$ cat src/hsr_pkg.sv
// Shared constants and types for the host serial register port.
// Assumes one 100 MHz clock domain and a synchronous active-high reset.
package hsr_pkg;

	// ****************************************
	// Clock and link timing
	// ****************************************
	localparam int CLK_HZ             = 100_000_000;
	localparam int SCL_MAX_HZ         = 5_000_000;
	localparam int SCL_MIN_PERIOD_CYC = CLK_HZ / SCL_MAX_HZ;

	// ****************************************
	// Register map
	// ****************************************
	localparam int       REG_CNT       = 23;
	localparam int       DET_CNT       = 15;
	localparam logic [7:0] ADR_VBP     = 8'h00;
	localparam logic [7:0] ADR_ACT_LN  = 8'h02;
	localparam logic [7:0] ADR_TOT_LN  = 8'h04;
	localparam logic [7:0] ADR_HBP     = 8'h06;
	localparam logic [7:0] ADR_ACT_PX  = 8'h08;
	localparam logic [7:0] ADR_TOT_PX  = 8'h0A;
	localparam logic [7:0] ADR_FMT     = 8'h0C;
	localparam logic [7:0] ADR_PHASE   = 8'h0D;
	localparam logic [7:0] ADR_SA_VPW  = 8'h0F;
	localparam logic [7:0] ADR_SA_VTOT = 8'h11;
	localparam logic [7:0] ADR_SA_HPW  = 8'h13;
	localparam logic [7:0] ADR_SA_HTOT = 8'h15;
	localparam logic [7:0] ADR_CTL     = 8'h29;
	localparam logic [7:0] ADR_STAT0   = 8'h2A;
	localparam logic [7:0] ADR_STAT1   = 8'h2B;
	localparam int       CTL_OVR_BIT   = 0;

	// Byte masks: unused upper bits read as zero
	localparam logic [7:0] MSK_HI11 = 8'h07;
	localparam logic [7:0] MSK_HI10 = 8'h03;
	localparam logic [7:0] MSK_FMT  = 8'h0F;
	localparam logic [7:0] MSK_FULL = 8'hFF;
	localparam logic [7:0] RST_BYTE = 8'h00;

	// Input format codes
	localparam logic [3:0] FMT_640X350  = 4'h0;
	localparam logic [3:0] FMT_1024X768 = 4'h6;
	localparam logic [3:0] FMT_USER1    = 4'h7;
	localparam logic [3:0] FMT_USER5    = 4'hB;
	localparam logic [3:0] FMT_ERR_LO   = 4'hE;

	// Target identity after reset; value is arbitrary
	localparam logic [6:0] DEV_ID_DEFAULT = 7'h2A;

	// ****************************************
	// Types
	// ****************************************
	typedef struct packed {
		logic [10:0] vbp;
		logic [10:0] act_lines;
		logic [10:0] tot_lines;
		logic [10:0] hbp;
		logic [10:0] act_pix;
		logic [10:0] tot_pix;
		logic [3:0]  fmt;
		logic [9:0]  phase;
	} hsr_timing_t;

	typedef struct packed {
		logic [10:0] vpw;
		logic [10:0] vtot;
		logic [10:0] hpw;
		logic [10:0] htot;
	} hsr_standalone_t;

	typedef struct packed {
		logic [7:0] err_flags;
		logic [3:0] calib_state;
	} hsr_status_t;

	typedef enum logic [3:0] {
		ST_IDLE, ST_ADDR, ST_ACK_ADDR, ST_REG, ST_ACK_REG,
		ST_WDATA, ST_ACK_DATA, ST_RDATA, ST_RACK
	} hsr_state_t;

endpackage : hsr_pkg

$ cat src/hsr_sync.sv
// Two-flop synchroniser for a group of asynchronous pins.
// Assumes the clock of the consuming domain and its synchronous reset.
`timescale 1ns/1ps
module hsr_sync #(
	parameter int W = 2
) (
	// Clock and reset
	input  wire logic         clock,
	input  wire logic         rst,
	// Pins in, synchronised levels out
	input  wire logic [W-1:0] d_in,
	output logic      [W-1:0] d_out
);

	logic [W-1:0] meta_r;

	// ****************************************
	// One two-stage chain per bit
	// ****************************************
	for (genvar i = 0; i < W; i++) begin : g_bit
		// Idle bus level is high, so reset to one
		always_ff @(posedge clock) begin
			if (rst) begin
				meta_r[i] <= 1'b1;
				d_out[i]  <= 1'b1;
			end else begin
				meta_r[i] <= d_in[i];
				d_out[i]  <= meta_r[i];
			end
		end
	end

endmodule : hsr_sync

$ cat src/hsr_top.sv
// Two-wire serial target port giving a host access to timing registers.
// Assumes detection, calibration and identity sources on the same clock.
//
// What this block does
// - Serial clock up to 5 MHz is accepted; host never exceeds it.
// - Data line is shared: host drives address and writes, device read data.
// - Single and sequential register writes are supported.
// - Single and sequential register reads are supported.
// - Seven-bit identity has a default, replaceable from the stored identity entry.
// - Host writes land in shadow registers, copied while override is set.
// - Override set suspends automatic mode detection and calibration.
// - Reads return live state including detection and phase results.
// - Host writes can disable automatic features and force a chosen state.
// - Output size and position follow programmed porches and counts.
// - No input or out-of-range input selects four standalone timing registers.
// - 11-bit vertical back porch at bytes 0-1.
// - 11-bit active lines at bytes 2-3.
// - 11-bit total lines at bytes 4-5.
// - 11-bit horizontal back porch at bytes 6-7.
// - 11-bit active pixels at bytes 8-9.
// - 11-bit total pixels at bytes A-B.
// - 4-bit format code at C: seven resolutions, then user modes 1-4.
// - Codes 11-13 are user modes 5-7, codes 14-15 flag error.
// - Override clear: device writes, host reads; set: only host writes.
`timescale 1ns/1ps
module hsr_top (
	// Clock and reset
	input  wire logic                     clock,
	input  wire logic                     rst,
	// Serial link pins
	input  wire logic                     scl_in,
	input  wire logic                     sda_in,
	output logic                          sda_out,
	output logic                          sda_oe_n,
	// Device-side detection and status
	input  wire hsr_pkg::hsr_timing_t     det,
	input  wire logic                     det_load,
	input  wire hsr_pkg::hsr_status_t     status,
	input  wire logic                     no_input,
	input  wire logic                     out_of_range,
	// Identity reload from stored configuration
	input  wire logic                     id_load,
	input  wire logic [6:0]               id_value,
	// Working values and modes
	output hsr_pkg::hsr_timing_t          timing,
	output hsr_pkg::hsr_standalone_t      standalone,
	output logic                          standalone_sel,
	output logic                          auto_suspend,
	output logic                          fmt_error
);

	// ****************************************
	// Declarations
	// ****************************************
	logic              scl_s;
	logic              sda_s;
	logic              scl_q_r;
	logic              sda_q_r;
	logic              start_ev;
	logic              stop_ev;
	logic              scl_rise;
	logic              scl_fall;

	hsr_pkg::hsr_state_t st_r, st_nxt;
	logic [2:0]        cnt_r, cnt_nxt;
	logic [7:0]        sh_r, sh_nxt;
	logic              bdone_r, bdone_nxt;
	logic              rw_r, rw_nxt;
	logic [7:0]        ptr_r, ptr_nxt;
	logic              oe_n_r, oe_n_nxt;
	logic              mack_r, mack_nxt;
	logic              wr_en;
	logic [7:0]        rd_byte;

	logic [7:0]        work_r [hsr_pkg::REG_CNT];
	logic [7:0]        work_nxt [hsr_pkg::REG_CNT];
	logic [7:0]        shd_r [hsr_pkg::REG_CNT];
	logic [7:0]        shd_nxt [hsr_pkg::REG_CNT];
	logic [7:0]        det_img [hsr_pkg::DET_CNT];
	logic              ovr_r, ovr_nxt;
	logic [6:0]        id_r, id_nxt;
	logic              sa_sel_r;
	logic              fmt_err_r;

	// ****************************************
	// Byte layout helpers
	// ****************************************
	// Mask of implemented bits for each byte of the map
	function automatic logic [7:0] byte_mask(input logic [7:0] a);
		logic [7:0] m;
		m = hsr_pkg::MSK_FULL;
		if (a < hsr_pkg::ADR_FMT) begin
			m = a[0] ? hsr_pkg::MSK_FULL : hsr_pkg::MSK_HI11;
		end else if (a == hsr_pkg::ADR_FMT) begin
			m = hsr_pkg::MSK_FMT;
		end else if (a == hsr_pkg::ADR_PHASE) begin
			m = hsr_pkg::MSK_HI10;
		end else if (a >= hsr_pkg::ADR_SA_VPW) begin
			m = a[0] ? hsr_pkg::MSK_HI11 : hsr_pkg::MSK_FULL;
		end
		return m;
	endfunction : byte_mask

	// Upper byte of an 11-bit field
	function automatic logic [7:0] hi11(input logic [10:0] f);
		return {5'h00, f[10:8]};
	endfunction : hi11

	// ****************************************
	// Pin synchronisation and bus events
	// ****************************************
	// Link pins cross into the core clock first
	hsr_sync #(
		.W(2)
	) u_sync (
		.clock(clock),
		.rst  (rst),
		.d_in ({scl_in, sda_in}),
		.d_out({scl_s, sda_s})
	);

	// Previous synchronised levels for edge detection
	always_ff @(posedge clock) begin
		if (rst) begin
			scl_q_r <= 1'b1;
			sda_q_r <= 1'b1;
		end else begin
			scl_q_r <= scl_s;
			sda_q_r <= sda_s;
		end
	end

	// Start and stop are data edges while the host holds clock high
	assign start_ev = scl_s & scl_q_r & sda_q_r & ~sda_s;
	assign stop_ev  = scl_s & scl_q_r & ~sda_q_r & sda_s;
	assign scl_rise = scl_s & ~scl_q_r;
	assign scl_fall = ~scl_s & scl_q_r;

	// ****************************************
	// Read data selection
	// ****************************************
	// Live working values and status; unmapped addresses read zero
	always_comb begin
		rd_byte = hsr_pkg::RST_BYTE;
		if (ptr_r < 8'(hsr_pkg::REG_CNT)) begin
			rd_byte = work_r[ptr_r[4:0]];
		end else if (ptr_r == hsr_pkg::ADR_CTL) begin
			rd_byte = {7'h00, ovr_r};
		end else if (ptr_r == hsr_pkg::ADR_STAT0) begin
			rd_byte = status.err_flags;
		end else if (ptr_r == hsr_pkg::ADR_STAT1) begin
			rd_byte = {4'h0, status.calib_state};
		end
	end

	// ****************************************
	// Serial protocol engine
	// ****************************************
	// Byte framing, address match, acknowledge and data direction
	always_comb begin
		st_nxt    = st_r;
		cnt_nxt   = cnt_r;
		sh_nxt    = sh_r;
		bdone_nxt = bdone_r;
		rw_nxt    = rw_r;
		ptr_nxt   = ptr_r;
		oe_n_nxt  = oe_n_r;
		mack_nxt  = mack_r;
		wr_en     = 1'b0;
		if (stop_ev) begin
			st_nxt   = hsr_pkg::ST_IDLE;
			oe_n_nxt = 1'b1;
		end else if (start_ev) begin
			// Repeated start keeps the pointer for random reads
			st_nxt    = hsr_pkg::ST_ADDR;
			cnt_nxt   = 3'h0;
			bdone_nxt = 1'b0;
			oe_n_nxt  = 1'b1;
		end else if (scl_rise) begin
			unique case (st_r)
				hsr_pkg::ST_ADDR, hsr_pkg::ST_REG, hsr_pkg::ST_WDATA: begin
					sh_nxt    = {sh_r[6:0], sda_s};
					cnt_nxt   = cnt_r + 3'h1;
					bdone_nxt = (cnt_r == 3'h7);
				end
				hsr_pkg::ST_RDATA: begin
					cnt_nxt   = cnt_r + 3'h1;
					bdone_nxt = (cnt_r == 3'h7);
				end
				hsr_pkg::ST_RACK: begin
					mack_nxt = ~sda_s;
				end
				default: begin
				end
			endcase
		end else if (scl_fall) begin
			unique case (st_r)
				hsr_pkg::ST_ADDR: begin
					if (bdone_r) begin
						bdone_nxt = 1'b0;
						if (sh_r[7:1] == id_r) begin
							rw_nxt   = sh_r[0];
							oe_n_nxt = 1'b0;
							st_nxt   = hsr_pkg::ST_ACK_ADDR;
						end else begin
							st_nxt = hsr_pkg::ST_IDLE;
						end
					end
				end
				hsr_pkg::ST_ACK_ADDR: begin
					oe_n_nxt = 1'b1;
					cnt_nxt  = 3'h0;
					if (rw_r) begin
						// Device takes the data line for read data
						sh_nxt   = rd_byte;
						oe_n_nxt = rd_byte[7];
						st_nxt   = hsr_pkg::ST_RDATA;
					end else begin
						st_nxt = hsr_pkg::ST_REG;
					end
				end
				hsr_pkg::ST_REG: begin
					if (bdone_r) begin
						bdone_nxt = 1'b0;
						ptr_nxt   = sh_r;
						oe_n_nxt  = 1'b0;
						st_nxt    = hsr_pkg::ST_ACK_REG;
					end
				end
				hsr_pkg::ST_ACK_REG, hsr_pkg::ST_ACK_DATA: begin
					oe_n_nxt = 1'b1;
					cnt_nxt  = 3'h0;
					st_nxt   = hsr_pkg::ST_WDATA;
				end
				hsr_pkg::ST_WDATA: begin
					if (bdone_r) begin
						bdone_nxt = 1'b0;
						wr_en     = 1'b1;
						ptr_nxt   = ptr_r + 8'h01;
						oe_n_nxt  = 1'b0;
						st_nxt    = hsr_pkg::ST_ACK_DATA;
					end
				end
				hsr_pkg::ST_RDATA: begin
					if (bdone_r) begin
						bdone_nxt = 1'b0;
						oe_n_nxt  = 1'b1;
						ptr_nxt   = ptr_r + 8'h01;
						st_nxt    = hsr_pkg::ST_RACK;
					end else begin
						sh_nxt   = {sh_r[6:0], 1'b0};
						oe_n_nxt = sh_r[6];
					end
				end
				hsr_pkg::ST_RACK: begin
					cnt_nxt = 3'h0;
					if (mack_r) begin
						// Host acknowledged: send the next byte
						sh_nxt   = rd_byte;
						oe_n_nxt = rd_byte[7];
						st_nxt   = hsr_pkg::ST_RDATA;
					end else begin
						st_nxt = hsr_pkg::ST_IDLE;
					end
				end
				default: begin
				end
			endcase
		end
	end

	// ****************************************
	// Register file
	// ****************************************
	// Detection results laid out as register bytes
	always_comb begin
		det_img[0]  = hi11(det.vbp);
		det_img[1]  = det.vbp[7:0];
		det_img[2]  = hi11(det.act_lines);
		det_img[3]  = det.act_lines[7:0];
		det_img[4]  = hi11(det.tot_lines);
		det_img[5]  = det.tot_lines[7:0];
		det_img[6]  = hi11(det.hbp);
		det_img[7]  = det.hbp[7:0];
		det_img[8]  = hi11(det.act_pix);
		det_img[9]  = det.act_pix[7:0];
		det_img[10] = hi11(det.tot_pix);
		det_img[11] = det.tot_pix[7:0];
		det_img[12] = {4'h0, det.fmt};
		det_img[13] = {6'h00, det.phase[9:8]};
		det_img[14] = det.phase[7:0];
	end

	// Shadow capture, override copy and device updates
	always_comb begin
		for (int i = 0; i < hsr_pkg::REG_CNT; i++) begin
			work_nxt[i] = work_r[i];
			shd_nxt[i]  = shd_r[i];
		end
		ovr_nxt = ovr_r;
		id_nxt  = id_r;
		if (wr_en) begin
			if (ptr_r < 8'(hsr_pkg::REG_CNT)) begin
				shd_nxt[ptr_r[4:0]] = sh_r & byte_mask(ptr_r);
			end else if (ptr_r == hsr_pkg::ADR_CTL) begin
				ovr_nxt = sh_r[hsr_pkg::CTL_OVR_BIT];
			end
		end
		if (ovr_r) begin
			// Host owns the working values; device updates are dropped
			for (int i = 0; i < hsr_pkg::REG_CNT; i++) begin
				work_nxt[i] = shd_r[i];
			end
		end else if (det_load) begin
			for (int i = 0; i < hsr_pkg::DET_CNT; i++) begin
				work_nxt[i] = det_img[i];
			end
		end
		if (id_load) begin
			id_nxt = id_value;
		end
	end

	// ****************************************
	// State registers
	// ****************************************
	// Protocol, register file and derived mode flags
	always_ff @(posedge clock) begin
		if (rst) begin
			st_r      <= hsr_pkg::ST_IDLE;
			cnt_r     <= 3'h0;
			sh_r      <= 8'h00;
			bdone_r   <= 1'b0;
			rw_r      <= 1'b0;
			ptr_r     <= 8'h00;
			oe_n_r    <= 1'b1;
			mack_r    <= 1'b0;
			ovr_r     <= 1'b0;
			id_r      <= hsr_pkg::DEV_ID_DEFAULT;
			sa_sel_r  <= 1'b0;
			fmt_err_r <= 1'b0;
			for (int i = 0; i < hsr_pkg::REG_CNT; i++) begin
				work_r[i] <= hsr_pkg::RST_BYTE;
				shd_r[i]  <= hsr_pkg::RST_BYTE;
			end
		end else begin
			st_r      <= st_nxt;
			cnt_r     <= cnt_nxt;
			sh_r      <= sh_nxt;
			bdone_r   <= bdone_nxt;
			rw_r      <= rw_nxt;
			ptr_r     <= ptr_nxt;
			oe_n_r    <= oe_n_nxt;
			mack_r    <= mack_nxt;
			ovr_r     <= ovr_nxt;
			id_r      <= id_nxt;
			sa_sel_r  <= no_input | out_of_range;
			fmt_err_r <= (work_nxt[12][3:0] >= hsr_pkg::FMT_ERR_LO);
			for (int i = 0; i < hsr_pkg::REG_CNT; i++) begin
				work_r[i] <= work_nxt[i];
				shd_r[i]  <= shd_nxt[i];
			end
		end
	end

	// ****************************************
	// Outputs
	// ****************************************
	// Open-drain data: only ever pulls low
	assign sda_out        = 1'b0;
	assign sda_oe_n       = oe_n_r;
	assign auto_suspend   = ovr_r;
	assign standalone_sel = sa_sel_r;
	assign fmt_error      = fmt_err_r;

	// Working fields steer picture size and position
	assign timing.vbp       = {work_r[0][2:0], work_r[1]};
	assign timing.act_lines = {work_r[2][2:0], work_r[3]};
	assign timing.tot_lines = {work_r[4][2:0], work_r[5]};
	assign timing.hbp       = {work_r[6][2:0], work_r[7]};
	assign timing.act_pix   = {work_r[8][2:0], work_r[9]};
	assign timing.tot_pix   = {work_r[10][2:0], work_r[11]};
	assign timing.fmt       = work_r[12][3:0];
	assign timing.phase     = {work_r[13][1:0], work_r[14]};

	// Standalone timing, upper bits at the lower address
	assign standalone.vpw  = {work_r[15][2:0], work_r[16]};
	assign standalone.vtot = {work_r[17][2:0], work_r[18]};
	assign standalone.hpw  = {work_r[19][2:0], work_r[20]};
	assign standalone.htot = {work_r[21][2:0], work_r[22]};

endmodule : hsr_top

$ cat config.mk
export PLATFORM = sky130hd
export DESIGN_NAME = hsr_top
export DESIGN_NICKNAME = d
export VERILOG_FILES = /design/src/hsr_pkg.sv /design/src/hsr_sync.sv /design/src/hsr_top.sv
export SDC_FILE = /design/constraint.sdc
export NUM_CORES = 1
export LEC_CHECK = 0
export BUFFER_PORTS_ARGS = -buffer_cell sky130_fd_sc_hd__buf_4
export CAP_MARGIN = 20
export CORE_MARGIN = 4
export CORE_UTILIZATION = 50
export DETAILED_ROUTE_END_ITERATION = 16
export PLACE_DENSITY = 0.77
export SLEW_MARGIN = 5
export SYNTH_ARGS = -nofsm -noshare
export SYNTH_HDL_FRONTEND = slang
export SYNTH_HIERARCHICAL = 1
export SYNTH_SLANG_ARGS = --single-unit
$ cat constraint.sdc
create_clock -name clock -period 3.1 [get_ports clock]
set_input_delay 0.31 -clock clock [delete_from_list [all_inputs] [get_ports clock]]
set_output_delay 0.31 -clock clock [all_outputs]
set_load 0.1 [all_outputs]
* After elaboration in Yosys (flattened, before gate mapping)
Memory sizes are Yosys's and may differ from the RTL's. A register that Yosys moved wholly into a read port is not among the register bits.
Cells that the tools add are included.
** Word-level totals
- Word-level logic and storage cells :: 270
- Memories kept :: 2
- Bits in registers :: 43
- Output and inout bits :: 129
- RAM bits :: 368
- Input port bits :: 107
** Operators by class
- $lt $le $gt $ge :: 6
- Equality and inequality tests :: 34
- Mux-type cells :: 115
- Reduce and logical (&&, ||, !) cells :: 28
- Add/subtract/negate cells :: 2
- Bitwise gates (word level) :: 64
** Memories
- shd_r :: words 23, bits a word 8, read ports 23, clocked after memory_dff 0, write ports 23, line hsr_top.sv:77 : logic [7:0] shd_r [hsr_pkg::REG_CNT];
- work_r :: words 23, bits a word 8, read ports 24, clocked after memory_dff 1, write ports 23, line hsr_top.sv:75 : logic [7:0] work_r [hsr_pkg::REG_CNT];
** Operators by type and width (number)
- $mux W8 :: 66
- $mux W184 :: 2
- $mux W120 :: 2
- $bwmux W184 :: 1
- $mux W64 :: 1
- $or A1 B1 Y1 :: 47
- $demux W8 S5 :: 1
- $reduce_and A7 Y1 :: 5
- $pmux W4 S7 :: 1
- $ne A3 B3 Y1 const B :: 9
- $eq A8 B6 Y1 const B :: 3
- $pmux W8 S3 :: 1
- $mux W1 :: 23
- $mux W3 :: 7
- $mux W4 :: 5
- $eq A4 B3 Y1 const B :: 4
- $eq A8 B4 Y1 const B :: 2
- $pmux W8 S2 :: 1
- $ne A2 B2 Y1 const B :: 7
- $reduce_and A4 Y1 :: 3
- $mux W5 :: 2
- $add A8 B1 Y8 const B :: 1
- $and A8 B8 Y8 :: 1
- $eq A4 B2 Y1 const B :: 2
- other kinds (29) :: 52

* Logic depth before layout (Yosys ltp)
- Depth after elaboration :: 12
- Mapped depth :: 10
- Mapped depth without buffers :: 8

* Hierarchy
The synthesis kept the hierarchy.
** By module, submodules not included
- hsr_top :: instances 1, sequential area each 8247.9 µm², cells an instance 2121, area an instance 18621.6 µm²
- hsr_sync :: instances 1, sequential area each 80.1 µm², cells an instance 8, area an instance 105.1 µm²

* Worst setup path after synthesis
OpenSTA, ideal clock, no wires.
- Path kind :: register to register
- Start point :: reg ptr_r[1]
- End point :: mem shd_r[14][0] (netlist: shd_r[1][48])
- Library setup time :: 0.128 ns
- Buffers on the path :: 2
- Arrival time :: 2.318 ns
- Data required time :: 2.972 ns
- Clock period less this slack :: 2.446 ns
- Stages on the path, launching flop included :: 9
- Slack :: 0.654 ns
- Cells stage by stage :: dfxtp_1 -> ha_1 -> clkbuf_1 -> a21o_1 -> a2111oi_4 -> buf_2 -> nand4_1 -> mux2i_1 -> nor2_1
** RTL lines
- from (decl) :: line hsr_top.sv:69 : logic [7:0] ptr_r, ptr_nxt;
- from (signal assigned) :: line hsr_top.sv:352 : ptr_r <= ptr_nxt;
- to (decl) :: line hsr_top.sv:77

==> flow_metrics.tcl <==
set metrics [dict create \
    status "finished clean" \
    stdcell_count 2768 \
    final_cell_mix "dfxtp_1 (413), nor2_1 (395), buf_4 (289), mux2i_1 (262), a21oi_1 (240)" \
    drt-pass1-iter-count 5 \
    final-setup-viol-count 0 \
    post_cts_buffers 0 \
    vias 16100 \
    globalplace.congestion 0.912 \
    max_freq_mhz 347 \
    hp-class "in -> reg" \
    fin_crit_sh 0.929 \
    hold_depth 3 \
    track_usage 0.262 \
    yosysUniqueCellTypes 77 \
    cts_tree "yes" \
    hold_viol 0 \
    grt_max_degree 137 \
    ant_nets 0 \
    power.static_leakage_nw 9.27 \
    endpoint_kind "register" \
    crit_required_ns 3.51 \
    drc 0 \
    synth_top_family_by_area "simple AND/OR/NAND/NOR gates" \
    synthAdderAreaFrac 0.00601 \
    worst_pin_slew_ns 1.03 \
    die_h_microns 202 \
    path_class "reg -> reg" \
    cts_max_level 2 \
    grt_pass1_vias 15300 \
    placed_cells 2681 \
    p_per_area_nw_per_um2 547 \
    portBuffers 234 \
    row_count 70 \
    startpoint_type "register" \
    ys_warn_count 6 \
    power_mw 12.2 \
    synth.avg_cell_area_sq_um 8.80 \
    antenna_found_initial 1 \
    dp_hpwl_mm 38.6 \
    clock_path_buffers 3 \
    finalSetupTns_ns 0 \
    die_w_microns 202 \
    skew_ns 0.0233 \
    synth_area_sq_um 18700 \
    yosys-mux-area-fraction 0.183 \
    insertion_delay_ns 0.55 \
    drt_iter0_markers 1642 \
    crit_arrival_ns 3.29 \
    syn_nets 2245 \
    synthToLayoutAreaGrowth_pct 18.9 \
    synth_seq_cells 416 \
    netlist_instances 2129 \
    core_region_area_sq_um 36800 \
    grt_pass1_wl_mm 86.4 \
    initial_core_util 0.509 \
    whs_ns 0.0309 \
    period_minus_slack_ns 2.88 \
    ys.flop_type "dfxtp_1" \
    post_drt_wl_per_cell_microns 20.3 \
    peakVddDrop_uv 380 \
    clock_sinks 416 \
    dpl_cell_area_sq_um 20600 \
    drv_slew 0 \
    synth-xor-area-share 0.00421 \
    vias_per_cell 5.82 \
    synth-simple-area-share 0.193 \
    async_reset_ff_frac 0 \
    grt_setup_unrepaired "false" \
    drive_above_1_share 0.191 \
    grt_overflow 0 \
    synth_compound_area_frac 0.112 \
    cts-buffers-inserted 43 \
    drv_cap 0 \
    design_area_sq_um 22300 \
    wl_mm 56.2 \
    layout.nets 2382 \
    ys_seq_area_frac 0.445 \
    max_slew_margin 0.313 \
    io_pins 236 \
    clkTransAtPathRegs_ns 0.06 \
    clock-root-buffer "clkbuf_16" \
    die_area_sq_um 40600 \
    final_common_cell "dfxtp_1" \
    r2r_cells 10 \
    crit_fanout 13 \
    synth-edff-count 0 \
]
## layout make-up
class                   instances  area (sq um)
diodes                          1          2.50
fillers                      3071         14500
multi-input cells            1483          9340
clock inverters                12           230
well taps                     468           586
repair buffers                305          2390
flip-flops and latches        416          8330
inverters                      17          63.8
clock buffers                  66          1310
## power breakdown
part | leakage, nW | internal, mW | switching [mW]
Clock | 0.746 | 3.41 | 2.14
Combinational | 5.15 | 0.320 | 0.787
Sequential | 3.37 | 5.42 | 0.0854
Total | 9.27 | 9.15 | 3.02
## cells in the mapped netlist (all sizes together), types with 9 or more instances
master    n  area [sq um]
dfxtp   416          8330
nor2    395          1480
mux2i   262          2620
a21oi   241          1210
nand2   197           747
clkbuf  116           435
buf      97           566
nand3    57           290
nor3b    46           350
mux4     30           676
o21ai    27           135
and3     19           124
inv      17          63.8
nor2b    17           106
and2     14          87.6
nand4    13           106
o211ai   13          97.6
mux2     12           135
nor3     12          60.1
a31oi    10          62.6
ha        9           113
## stage by stage
stage | utilization | setup WS (ns)
6_report | 0.605 | 0.220
5_1_grt | 0.605 | 0.0153
4_1_cts | 0.605 | 0.170
3_5_place_dp | 0.561 | 0.180
3_3_place_gp | 0.561 | 0.304
2_1_floorplan | - | 0.654
## cell families (layout without fill, tap and decap cells)
kind of cell,count (synthesis),after routing
simple gates,805,805
flops,416,416
compound gates,355,355
mux,304,304
buf+inv,230,400
fa+ha+maj,9,9
xor+xnor,9,9
other cells,1,2
## metal layers
metal	vias to the layer above	wire [microns]	track usage
met4	0	2320	0.109
met5	-	0	0
li1	7561	-	-
met1	7665	24000	0.360
met2	754	25400	0.411
met3	133	4440	0.0437
## path summary, 6_finish.rpt
| path | from | end | slack [ns] |
|---|---|---|---|
| max | scl_q_r | shd_r[0][5] | 0.22 |
| min | id_value[0] | id_r[0] | 0.03 |
| max reg2reg | scl_q_r | shd_r[0][5] | 0.22 |
| min reg2reg | u_sync/meta_r[1] | u_sync/d_out[1] | 0.40 |
## state kept, by name, summed over array words and instances, names as in the netlist, named ones only
name and count:
rw_r 1, work_r 184, sda_q_r 1, standalone_sel 1, scl_q_r 1, id_r 7, sh_r 8, st_r 4
shd_r 184, bdone_r 1, u_sync/meta_r 2, fmt_error 1, ptr_r 8, auto_suspend 1, mack_r 1, sda_oe_n 1
u_sync/d_out 2, cnt_r 3
## worst max-delay path: stages (launching register included)
cell and delay (ns):
dfxtp_1 0.35, inv_1 0.06, ha_1 0.31, nand3b_1 0.29, a2111oi_2 0.36, buf_4 0.18
and3_1 0.39, buf_4 0.25, nand2_1 0.24, mux2i_1 0.26, nor2_1 0.06
## what timing repair did
item / 4_1_cts / 5_1_grt
hold buffers: 7 / 0
setup endpoints to repair: 0 / 13
hold endpoints to repair: 6 / 0
resized for setup: 0 / 4
(Power assumes the default switching activity.)
